<file path="src/pkg/exec_unit_pkg.sv">
// Purpose: constants and types shared by the execution unit files
// Assumes: 32-bit AHB-Lite data, one aligned word per register
// Notes: command word layout and register offsets live here
package exec_unit_pkg;

    // register byte offsets
    localparam logic [7:0] CMD_OFS = 8'h00;
    localparam logic [7:0] ACC_OFS = 8'h04;
    localparam logic [7:0] STATUS_OFS = 8'h08;
    localparam logic [7:0] MEMDATA_OFS = 8'h0c;
    localparam logic [7:0] WDT_OFS = 8'h10;
    localparam logic [7:0] WAKE_OFS = 8'h14;

    // command word fields
    localparam int CMD_OP_LSB = 0;
    localparam int CMD_ADDR_LSB = 8;
    localparam int CMD_DEST_BIT = 15;
    localparam int CMD_LIT_LSB = 16;

    // status word fields
    localparam int ST_LINK_BIT = 0;
    localparam int ST_NIBBLE_BIT = 1;
    localparam int ST_ZERO_BIT = 2;
    localparam int ST_TIMEOUT_BIT = 3;
    localparam int ST_PDOWN_BIT = 4;
    localparam int ST_SLEEP_BIT = 5;
    localparam int ST_BUSY_BIT = 6;

    // values after reset
    localparam logic [7:0] ACC_RESET = 8'h00;
    localparam logic TIMEOUT_RESET = 1'b1;
    localparam logic PDOWN_RESET = 1'b1;
    localparam logic [7:0] WDT_RESET = 8'h00;
    localparam logic [7:0] PRESCALE_RESET = 8'h00;

    localparam int DATA_W = 8;
    localparam int ADDR_W = 7;
    localparam int MEM_DEPTH = 128;

    typedef enum logic [2:0] {
        OP_NONE = 3'h0,
        OP_ROTATE_LEFT = 3'h1,
        OP_ROTATE_RIGHT = 3'h2,
        OP_LIT_MINUS_ACC = 3'h3,
        OP_SLEEP = 3'h4,
        OP_MEM_WRITE = 3'h5,
        OP_MEM_READ = 3'h6
    } op_type;

    typedef enum logic [3:0] {
        S_IDLE = 4'b0001,
        S_READ = 4'b0010,
        S_EXEC = 4'b0100,
        S_SLEEP = 4'b1000
    } exec_state_type;

endpackage

</file>
<file path="src/hdl/data_mem.sv">
// Purpose: data-memory array of the execution unit
// Assumes: one write port, one read port, same clock
// Notes: read data come out of a register, one cycle after the address
`timescale 1ns/100ps
module data_mem (
    input wire logic sys_clk,
    input wire logic [exec_unit_pkg::ADDR_W-1:0] raddr,
    output logic [exec_unit_pkg::DATA_W-1:0] rdata,
    input wire logic wen,
    input wire logic [exec_unit_pkg::ADDR_W-1:0] waddr,
    input wire logic [exec_unit_pkg::DATA_W-1:0] wdata
);
    import exec_unit_pkg::*;

    logic [DATA_W-1:0] mem [MEM_DEPTH];

    // no reset on the array, contents are undefined until written
    always_ff @(posedge sys_clk) begin
        if (wen) begin
            mem[waddr] <= wdata;
        end
    end

    // registered read port
    always_ff @(posedge sys_clk) begin
        rdata <= mem[raddr];
    end
endmodule

</file>
<file path="src/hdl/exec_unit.sv">
// Purpose: rotate, literal subtract and sleep execution with AHB-Lite regs
// Assumes: single AHB-Lite master, word transfers only, zero wait states
// Notes: commands are refused while busy or asleep; status shows both
`timescale 1ns/100ps
module exec_unit (
    input wire logic sys_clk,
    input wire logic rst,
    input wire logic hsel,
    input wire logic [31:0] haddr,
    input wire logic [1:0] htrans,
    input wire logic hwrite,
    input wire logic [2:0] hsize,
    input wire logic [31:0] hwdata,
    input wire logic hready,
    output logic hreadyout,
    output logic hresp,
    output logic [31:0] hrdata,
    output logic osc_enable,
    output logic exec_halted
);
    import exec_unit_pkg::*;

    // word offset of a bus address, shared by read and write decode
    function automatic logic [7:0] reg_ofs(input logic [31:0] a);
        reg_ofs = {a[7:2], 2'b00};
    endfunction

    // true when the upper address bits are set or the offset lies past WAKE_OFS
    function automatic logic unmapped(input logic [31:0] a);
        unmapped = (a[31:8] != 24'h000000) || (reg_ofs(a) > WAKE_OFS);
    endfunction

    exec_state_type state_reg;
    exec_state_type state_next;
    op_type op_reg;
    logic [ADDR_W-1:0] addr_reg;
    logic dest_reg;
    logic [DATA_W-1:0] lit_reg;
    logic [DATA_W-1:0] acc_reg;
    logic link_reg;
    logic nibble_link_bit;
    logic zero_reg;
    logic timeout_flag;
    logic power_down_flag;
    logic [DATA_W-1:0] memdata_reg;
    logic wr_pend_reg;
    logic [7:0] wr_ofs_reg;
    logic [DATA_W-1:0] mem_rdata;
    logic [7:0] wdt_count;
    logic addr_phase;
    logic cmd_accept;
    logic wake_req;
    logic acc_sw_write;
    logic status_sw_write;
    logic wdt_clear;
    logic mem_wen;
    logic [DATA_W-1:0] mem_wdata;
    logic [DATA_W-1:0] rot_result;
    logic rot_link;
    logic [DATA_W-1:0] sub_result;
    logic sub_link;
    logic sub_nibble;
    logic is_rotate;
    logic in_exec;
    logic [31:0] status_word;
    logic [31:0] read_word;

    assign addr_phase = hsel && htrans[1] && hready;
    assign in_exec = (state_reg == S_EXEC);

    // register writes land in the data phase of the transfer
    assign cmd_accept = wr_pend_reg && wr_ofs_reg == CMD_OFS &&
        state_reg == S_IDLE;
    assign wake_req = wr_pend_reg && wr_ofs_reg == WAKE_OFS &&
        hwdata[0] && state_reg == S_SLEEP;
    assign acc_sw_write = wr_pend_reg && wr_ofs_reg == ACC_OFS;
    assign status_sw_write = wr_pend_reg && wr_ofs_reg == STATUS_OFS;

    // bus slave: always ready, always okay
    always_ff @(posedge sys_clk or posedge rst) begin
        if (rst) begin
            hreadyout <= 1'b1;
            hresp <= 1'b0;
        end else begin
            hreadyout <= 1'b1;
            hresp <= 1'b0;
        end
    end

    // remember a write address phase for the following data phase
    always_ff @(posedge sys_clk or posedge rst) begin
        if (rst) begin
            wr_pend_reg <= 1'b0;
            wr_ofs_reg <= 8'h00;
        end else begin
            wr_pend_reg <= addr_phase && hwrite && !unmapped(haddr);
            wr_ofs_reg <= reg_ofs(haddr);
        end
    end

    // status word assembled from the live flags
    always_comb begin
        status_word = 32'h00000000;
        status_word[ST_LINK_BIT] = link_reg;
        status_word[ST_NIBBLE_BIT] = nibble_link_bit;
        status_word[ST_ZERO_BIT] = zero_reg;
        status_word[ST_TIMEOUT_BIT] = timeout_flag;
        status_word[ST_PDOWN_BIT] = power_down_flag;
        status_word[ST_SLEEP_BIT] = (state_reg == S_SLEEP);
        status_word[ST_BUSY_BIT] = (state_reg == S_READ) || in_exec;
    end

    // read mux, unmapped offsets read zero
    always_comb begin
        case (reg_ofs(haddr))
            CMD_OFS: read_word = {8'h00, lit_reg, dest_reg, addr_reg,
                5'h00, op_reg};
            ACC_OFS: read_word = {24'h000000, acc_reg};
            STATUS_OFS: read_word = status_word;
            MEMDATA_OFS: read_word = {24'h000000, memdata_reg};
            WDT_OFS: read_word = {24'h000000, wdt_count};
            default: read_word = 32'h00000000;
        endcase
        if (unmapped(haddr)) begin
            read_word = 32'h00000000;
        end
    end

    // read data registered at the address phase, valid in the data phase
    always_ff @(posedge sys_clk or posedge rst) begin
        if (rst) begin
            hrdata <= 32'h00000000;
        end else if (addr_phase && !hwrite) begin
            hrdata <= read_word;
        end
    end

    // latch the command fields when a command is taken
    always_ff @(posedge sys_clk or posedge rst) begin
        if (rst) begin
            op_reg <= OP_NONE;
            addr_reg <= '0;
            dest_reg <= 1'b0;
            lit_reg <= 8'h00;
        end else if (cmd_accept) begin
            op_reg <= op_type'(hwdata[CMD_OP_LSB +: 3]);
            addr_reg <= hwdata[CMD_ADDR_LSB +: ADDR_W];
            dest_reg <= hwdata[CMD_DEST_BIT];
            lit_reg <= hwdata[CMD_LIT_LSB +: DATA_W];
        end
    end

    // sequencer: read operand, execute, or park asleep
    always_comb begin
        state_next = state_reg;
        case (state_reg)
            S_IDLE: begin
                if (cmd_accept) begin
                    state_next = S_READ;
                end
            end
            S_READ: state_next = S_EXEC;
            S_EXEC: begin
                if (op_reg == OP_SLEEP) begin
                    state_next = S_SLEEP;
                end else begin
                    state_next = S_IDLE;
                end
            end
            S_SLEEP: begin
                if (wake_req) begin
                    state_next = S_IDLE;
                end
            end
            default: state_next = S_IDLE;
        endcase
    end

    always_ff @(posedge sys_clk or posedge rst) begin
        if (rst) begin
            state_reg <= S_IDLE;
        end else begin
            state_reg <= state_next;
        end
    end

    // rotate through the link bit
    assign is_rotate = (op_reg == OP_ROTATE_LEFT) ||
        (op_reg == OP_ROTATE_RIGHT);
    always_comb begin
        if (op_reg == OP_ROTATE_LEFT) begin
            rot_result = {mem_rdata[6:0], link_reg};
            rot_link = mem_rdata[7];
        end else begin
            rot_result = {link_reg, mem_rdata[7:1]};
            rot_link = mem_rdata[0];
        end
    end

    // literal minus accumulator, borrow shown as inverted link
    assign sub_result = lit_reg - acc_reg;
    assign sub_link = (acc_reg <= lit_reg);
    assign sub_nibble = (acc_reg[3:0] <= lit_reg[3:0]);

    // memory write port: rotate with dest 1, or software load
    always_comb begin
        mem_wen = 1'b0;
        mem_wdata = lit_reg;
        if (in_exec && is_rotate && dest_reg) begin
            mem_wen = 1'b1;
            mem_wdata = rot_result;
        end else if (in_exec && op_reg == OP_MEM_WRITE) begin
            mem_wen = 1'b1;
        end
    end

    // accumulator: execution wins over a software write in the same cycle
    always_ff @(posedge sys_clk or posedge rst) begin
        if (rst) begin
            acc_reg <= ACC_RESET;
        end else if (in_exec && is_rotate && !dest_reg) begin
            acc_reg <= rot_result;
        end else if (in_exec && op_reg == OP_LIT_MINUS_ACC) begin
            acc_reg <= sub_result;
        end else if (acc_sw_write) begin
            acc_reg <= hwdata[DATA_W-1:0];
        end
    end

    // link bit: both rotates and the subtract set it
    always_ff @(posedge sys_clk or posedge rst) begin
        if (rst) begin
            link_reg <= 1'b0;
        end else if (in_exec && is_rotate) begin
            link_reg <= rot_link;
        end else if (in_exec && op_reg == OP_LIT_MINUS_ACC) begin
            link_reg <= sub_link;
        end else if (status_sw_write) begin
            link_reg <= hwdata[ST_LINK_BIT];
        end
    end

    // nibble link and zero change only on the subtract or a software status write
    always_ff @(posedge sys_clk or posedge rst) begin
        if (rst) begin
            nibble_link_bit <= 1'b0;
            zero_reg <= 1'b0;
        end else if (in_exec && op_reg == OP_LIT_MINUS_ACC) begin
            nibble_link_bit <= sub_nibble;
            zero_reg <= (sub_result == 8'h00);
        end else if (status_sw_write) begin
            nibble_link_bit <= hwdata[ST_NIBBLE_BIT];
            zero_reg <= hwdata[ST_ZERO_BIT];
        end
    end

    // sleep status bits, software cannot write them
    always_ff @(posedge sys_clk or posedge rst) begin
        if (rst) begin
            timeout_flag <= TIMEOUT_RESET;
            power_down_flag <= PDOWN_RESET;
        end else if (in_exec && op_reg == OP_SLEEP) begin
            timeout_flag <= 1'b1;
            power_down_flag <= 1'b0;
        end
    end

    // oscillator stops while asleep; halted mirrors the sleep state
    always_ff @(posedge sys_clk or posedge rst) begin
        if (rst) begin
            osc_enable <= 1'b1;
            exec_halted <= 1'b0;
        end else begin
            osc_enable <= (state_next != S_SLEEP);
            exec_halted <= (state_next == S_SLEEP);
        end
    end

    // captured operand for software memory reads
    always_ff @(posedge sys_clk or posedge rst) begin
        if (rst) begin
            memdata_reg <= 8'h00;
        end else if (in_exec && op_reg == OP_MEM_READ) begin
            memdata_reg <= mem_rdata;
        end
    end

    assign wdt_clear = in_exec && (op_reg == OP_SLEEP);

    data_mem u_mem (
        .sys_clk(sys_clk),
        .raddr(addr_reg),
        .rdata(mem_rdata),
        .wen(mem_wen),
        .waddr(addr_reg),
        .wdata(mem_wdata)
    );

    // watchdog only advances while the oscillator runs
    watchdog_count u_wdt (
        .sys_clk(sys_clk),
        .rst(rst),
        .run(osc_enable),
        .clear(wdt_clear),
        .count(wdt_count)
    );

    // hsize unused: only whole-word transfers are supported
endmodule

</file>
<file path="src/hdl/watchdog_count.sv">
// Purpose: watchdog prescaler and counter
// Assumes: run is low while the oscillator is stopped
// Notes: clear wins over counting in the same cycle
`timescale 1ns/100ps
module watchdog_count (
    input wire logic sys_clk,
    input wire logic rst,
    input wire logic run,
    input wire logic clear,
    output logic [7:0] count
);
    import exec_unit_pkg::*;

    logic [7:0] prescale_reg;

    // prescaler wraps once per counter step
    always_ff @(posedge sys_clk or posedge rst) begin
        if (rst) begin
            prescale_reg <= PRESCALE_RESET;
        end else if (clear) begin
            prescale_reg <= PRESCALE_RESET;
        end else if (run) begin
            prescale_reg <= prescale_reg + 8'h01;
        end
    end

    // counter steps on prescaler wrap
    always_ff @(posedge sys_clk or posedge rst) begin
        if (rst) begin
            count <= WDT_RESET;
        end else if (clear) begin
            count <= WDT_RESET;
        end else if (run && prescale_reg == 8'hff) begin
            count <= count + 8'h01;
        end
    end
endmodule

</file>
<file path="config.mk">
export PLATFORM = sky130hd
export DESIGN_NAME = exec_unit
export DESIGN_NICKNAME = d
export VERILOG_FILES = /design/src/pkg/exec_unit_pkg.sv /design/src/hdl/data_mem.sv /design/src/hdl/exec_unit.sv /design/src/hdl/watchdog_count.sv
export SDC_FILE = /design/constraint.sdc
export NUM_CORES = 1
export LEC_CHECK = 0
export BUFFER_PORTS_ARGS = -buffer_cell sky130_fd_sc_hd__buf_2
export CORE_ASPECT_RATIO = 0.75
export CORE_MARGIN = 5
export CORE_UTILIZATION = 40
export DETAILED_ROUTE_END_ITERATION = 8
export PLACE_DENSITY = 0.64
export SLEW_MARGIN = 5
export SYNTH_ARGS = -nofsm -noshare
export SYNTH_HDL_FRONTEND = slang
export SYNTH_SLANG_ARGS = --single-unit
export TNS_END_PERCENT = 20
</file>
<file path="constraint.sdc">
create_clock -name sys_clk -period 9.8 [get_ports sys_clk]
set_input_delay 0.98 -clock sys_clk [delete_from_list [all_inputs] [get_ports sys_clk]]
set_output_delay 0.98 -clock sys_clk [all_outputs]
set_load 0.01 [all_outputs]
</file>
==> flow_summary.toml <==
[clock_tree]
cts_resized = 0
cts_root_buf = "clkbuf_16"
post-cts-setup-buffers = 0
cts_buffer_depth = 3
tritoncts = "done"
clk-insertion-delay-late_ns = 0.72
cts_max_level = 3
numCtsBuffers = 102
clkTransAtPathRegs_ns = 0.07
hold_buffers = 0
numClockSinks = 1124

[global_routing]
grt_antenna_before_repair = 7
grt_pass1_vias = 25500
grt_max_degree = 102
overflow = 0
grt_pass1_wl_um = 186000
grt_use_total_pct = 21.22

[cells_and_area]
top_register = "u_mem.mem"
final_cells = 4425
final_cell_mix = "edfxtp_1, nor2_1, nand2_1"
reg_top3 = "u_mem.mem x1024, hrdata x24"
nets = 2919
final_area_um2 = 50540
fill_cells = 9683
syn_to_final_growth_pct = 11.71
layout-drive-gt1-share_pct = 17.90
final_common_cell = "edfxtp_1"
largest_register_ffs = 1024

[floorplan]
core_um2 = 111900
rows = 106
io_pins = 110
die_h_um = 301.3
die_w_um = 398.4
start_util_pct = 40.42
die-area_um2 = 120000

[routing]
drt-initial-drc-count = 3568
wl_per_cell_um = 29.22
ant_nets = 0
vias = 26760
drc = 0
routed_via_density = 6.046
wl_um = 129300
drt-pass1-iter-count = 7

[logic_synthesis]
ys_top_cells_by_area = "edfxtp_1, dfrtp_1, mux4_2"
post-synth-top-area-fraction_pct = 67.96
synth-main-ff-cell = "edfxtp_1"
ys_ff_latch = 1124
synth_area_leader_cell = "edfxtp_1"
synth-edff-count = 1024
yosysWarnings = 0
syn_inst = 2758
synth_cell_types = 82
synthArstFlopShare_pct = 8.185
ys_seq_area_share_pct = 73.41
synth.avg_cell_area_um2 = 16.40
netlist_area_um2 = 45240

[timing]
finalHoldViolCount = 0
slew-limit-headroom_pct = 12.88
tns_ns = 0
tightest_slew_ns = 1.304
fmax_mhz = 205.9
min_period_ns = 4.856
slew_viol_final = 0
grt_setup_unrepaired = "no"
fin_crit_sh_pct = 49.56
skew_ns = 0.02882
finalSetupViolations = 0

[placed_design]
place_inst = 4238
io_buffers = 85
dp_hpwl_um = 77730
placed_area_um2 = 47200
gp_congestion = 0.8689

[worst_setup_path]
r2r_cells = 9
worst_setup_path_end_kind = "register"
cp_cell_sequence = "buf_12 -> buf_4 -> nand2_1 -> o221ai_1 -> a221oi_1 -> o311ai_0 -> o21ai_0 -> o21bai_1 -> a32oi_1"
start_kind = "register"
required_ns = 10.40
criticalPathCategory = "register to register"
path_max_fanout = 88
arrival_ns = 5.46
slowest_delay_ns = 0.92
slowest_stage = "o311ai_0"

[pwr]
peakVddDrop_v = 0.0001317
p_total_mw = 9.387
power.density_nw_per_um2 = 185.7
p_leak_nw = 18.48

[min_path]
worstHoldPathType = "input pin to async pin"

[run_status]
status = "complete, no violations"

[flow_run]
maxCapViolations = 0
## synth_stat cells (9+ instances only)
cell type / instances
mux2_2: 93
nor3_1: 11
o221ai_1: 18
a31oi_1: 13
buf_6: 15
a22oi_1: 53
nor2_1: 234
buf_2: 65
edfxtp_1: 1024
mux2i_1: 119
o22ai_1: 24
nand4_1: 9
buf_4: 36
xor2_1: 12
clkbuf_1: 61
o2bb2ai_1: 9
a22o_1: 34
o311ai_0: 11
nand2_1: 169
mux4_2: 87
nor2b_1: 16
o21ai_0: 108
a221oi_1: 101
dfrtp_1: 89
inv_1: 29
a221o_1: 22
a21oi_1: 87
nor4_1: 10
nand2b_1: 12
nand3_1: 28
a211oi_1: 13
ha_1: 14
## routing by layer
metal / routed length [um] / vias up / GRT usage (%) / share of wire, %
li1: - / 11120 / - / -
met2: 53420 / 1730 / 28.69 / 41
met1: 54820 / 13670 / 32.40 / 42
met3: 17460 / 235 / 7.272 / 14
met4: 3512 / 6 / 5.801 / 2.7
met5: 84 / - / 0 / 0.065
## where the power goes
group / internal [mW] / leakage [nW] / switching, mW
Combinational: 0.0299 / 4.98 / 0.0904
Clock: 2.27 / 1.62 / 1.79
Sequential: 5.20 / 11.9 / 0.0111
Total: 7.50 / 18.5 / 1.89
## final cells by class
class                      count  area [um^2]  area share, %
antenna                        2        5.005       0.009902
clock buffer                 114         2671          5.285
clock inverter                71        669.4          1.324
inverter                      31        120.1         0.2376
multi-input combinational   1425        11030          21.83
sequential                  1124        33230          65.75
tap                         1512         1892          3.743
timing repair buffer         146        920.9          1.822
## metrics by stage
step	utilization [%]	worst slack, ns	hold WS [ns]
2_1_floorplan	-	1.881	0.4452
3_3_place_gp	42.16	5.210	0.4693
3_5_place_dp	42.16	5.166	0.4733
4_1_cts	45.15	5.154	0.2611
5_1_grt	45.15	4.822	0.2975
6_report	45.15	4.944	0.2834
## worst max-delay path, delay by kind of cell (launching register included)
| kind | cells | cell delay, ns |
|---|---|---|
| AOI/OAI and AO/OA | 6 | 2.23 |
| buffers and inverters | 2 | 1.32 |
| DFF | 1 | 0.78 |
| and+or+nand+nor | 1 | 0.36 |
## final timing paths
check | startpoint | slack [ns] | end
max reg2reg | addr_reg[0] | 4.94 | u_mem.rdata[6]
min | rst | 0.28 | lit_reg[6]
max | addr_reg[0] | 4.94 | u_mem.rdata[6]
min reg2reg | hrdata[5] | 0.49 | hrdata[5]
max in group asynchronous | rst | 8.32 | addr_reg[0]
min in group sys_clk | haddr[5] | 0.42 | wr_ofs_reg[5]
## cell families after synthesis
kind of cell,share of synthesized area [%]
DFF,73.41
AOI/OAI and AO/OA,8.932
and+or+nand+nor,4.909
other,0.01660
muxes,9.336
xor gates and xnor gates,0.3872
adders and majority gates,0.4535
buffers and inverters,2.552
No activity file was read; power rests on OpenSTA's default activity.
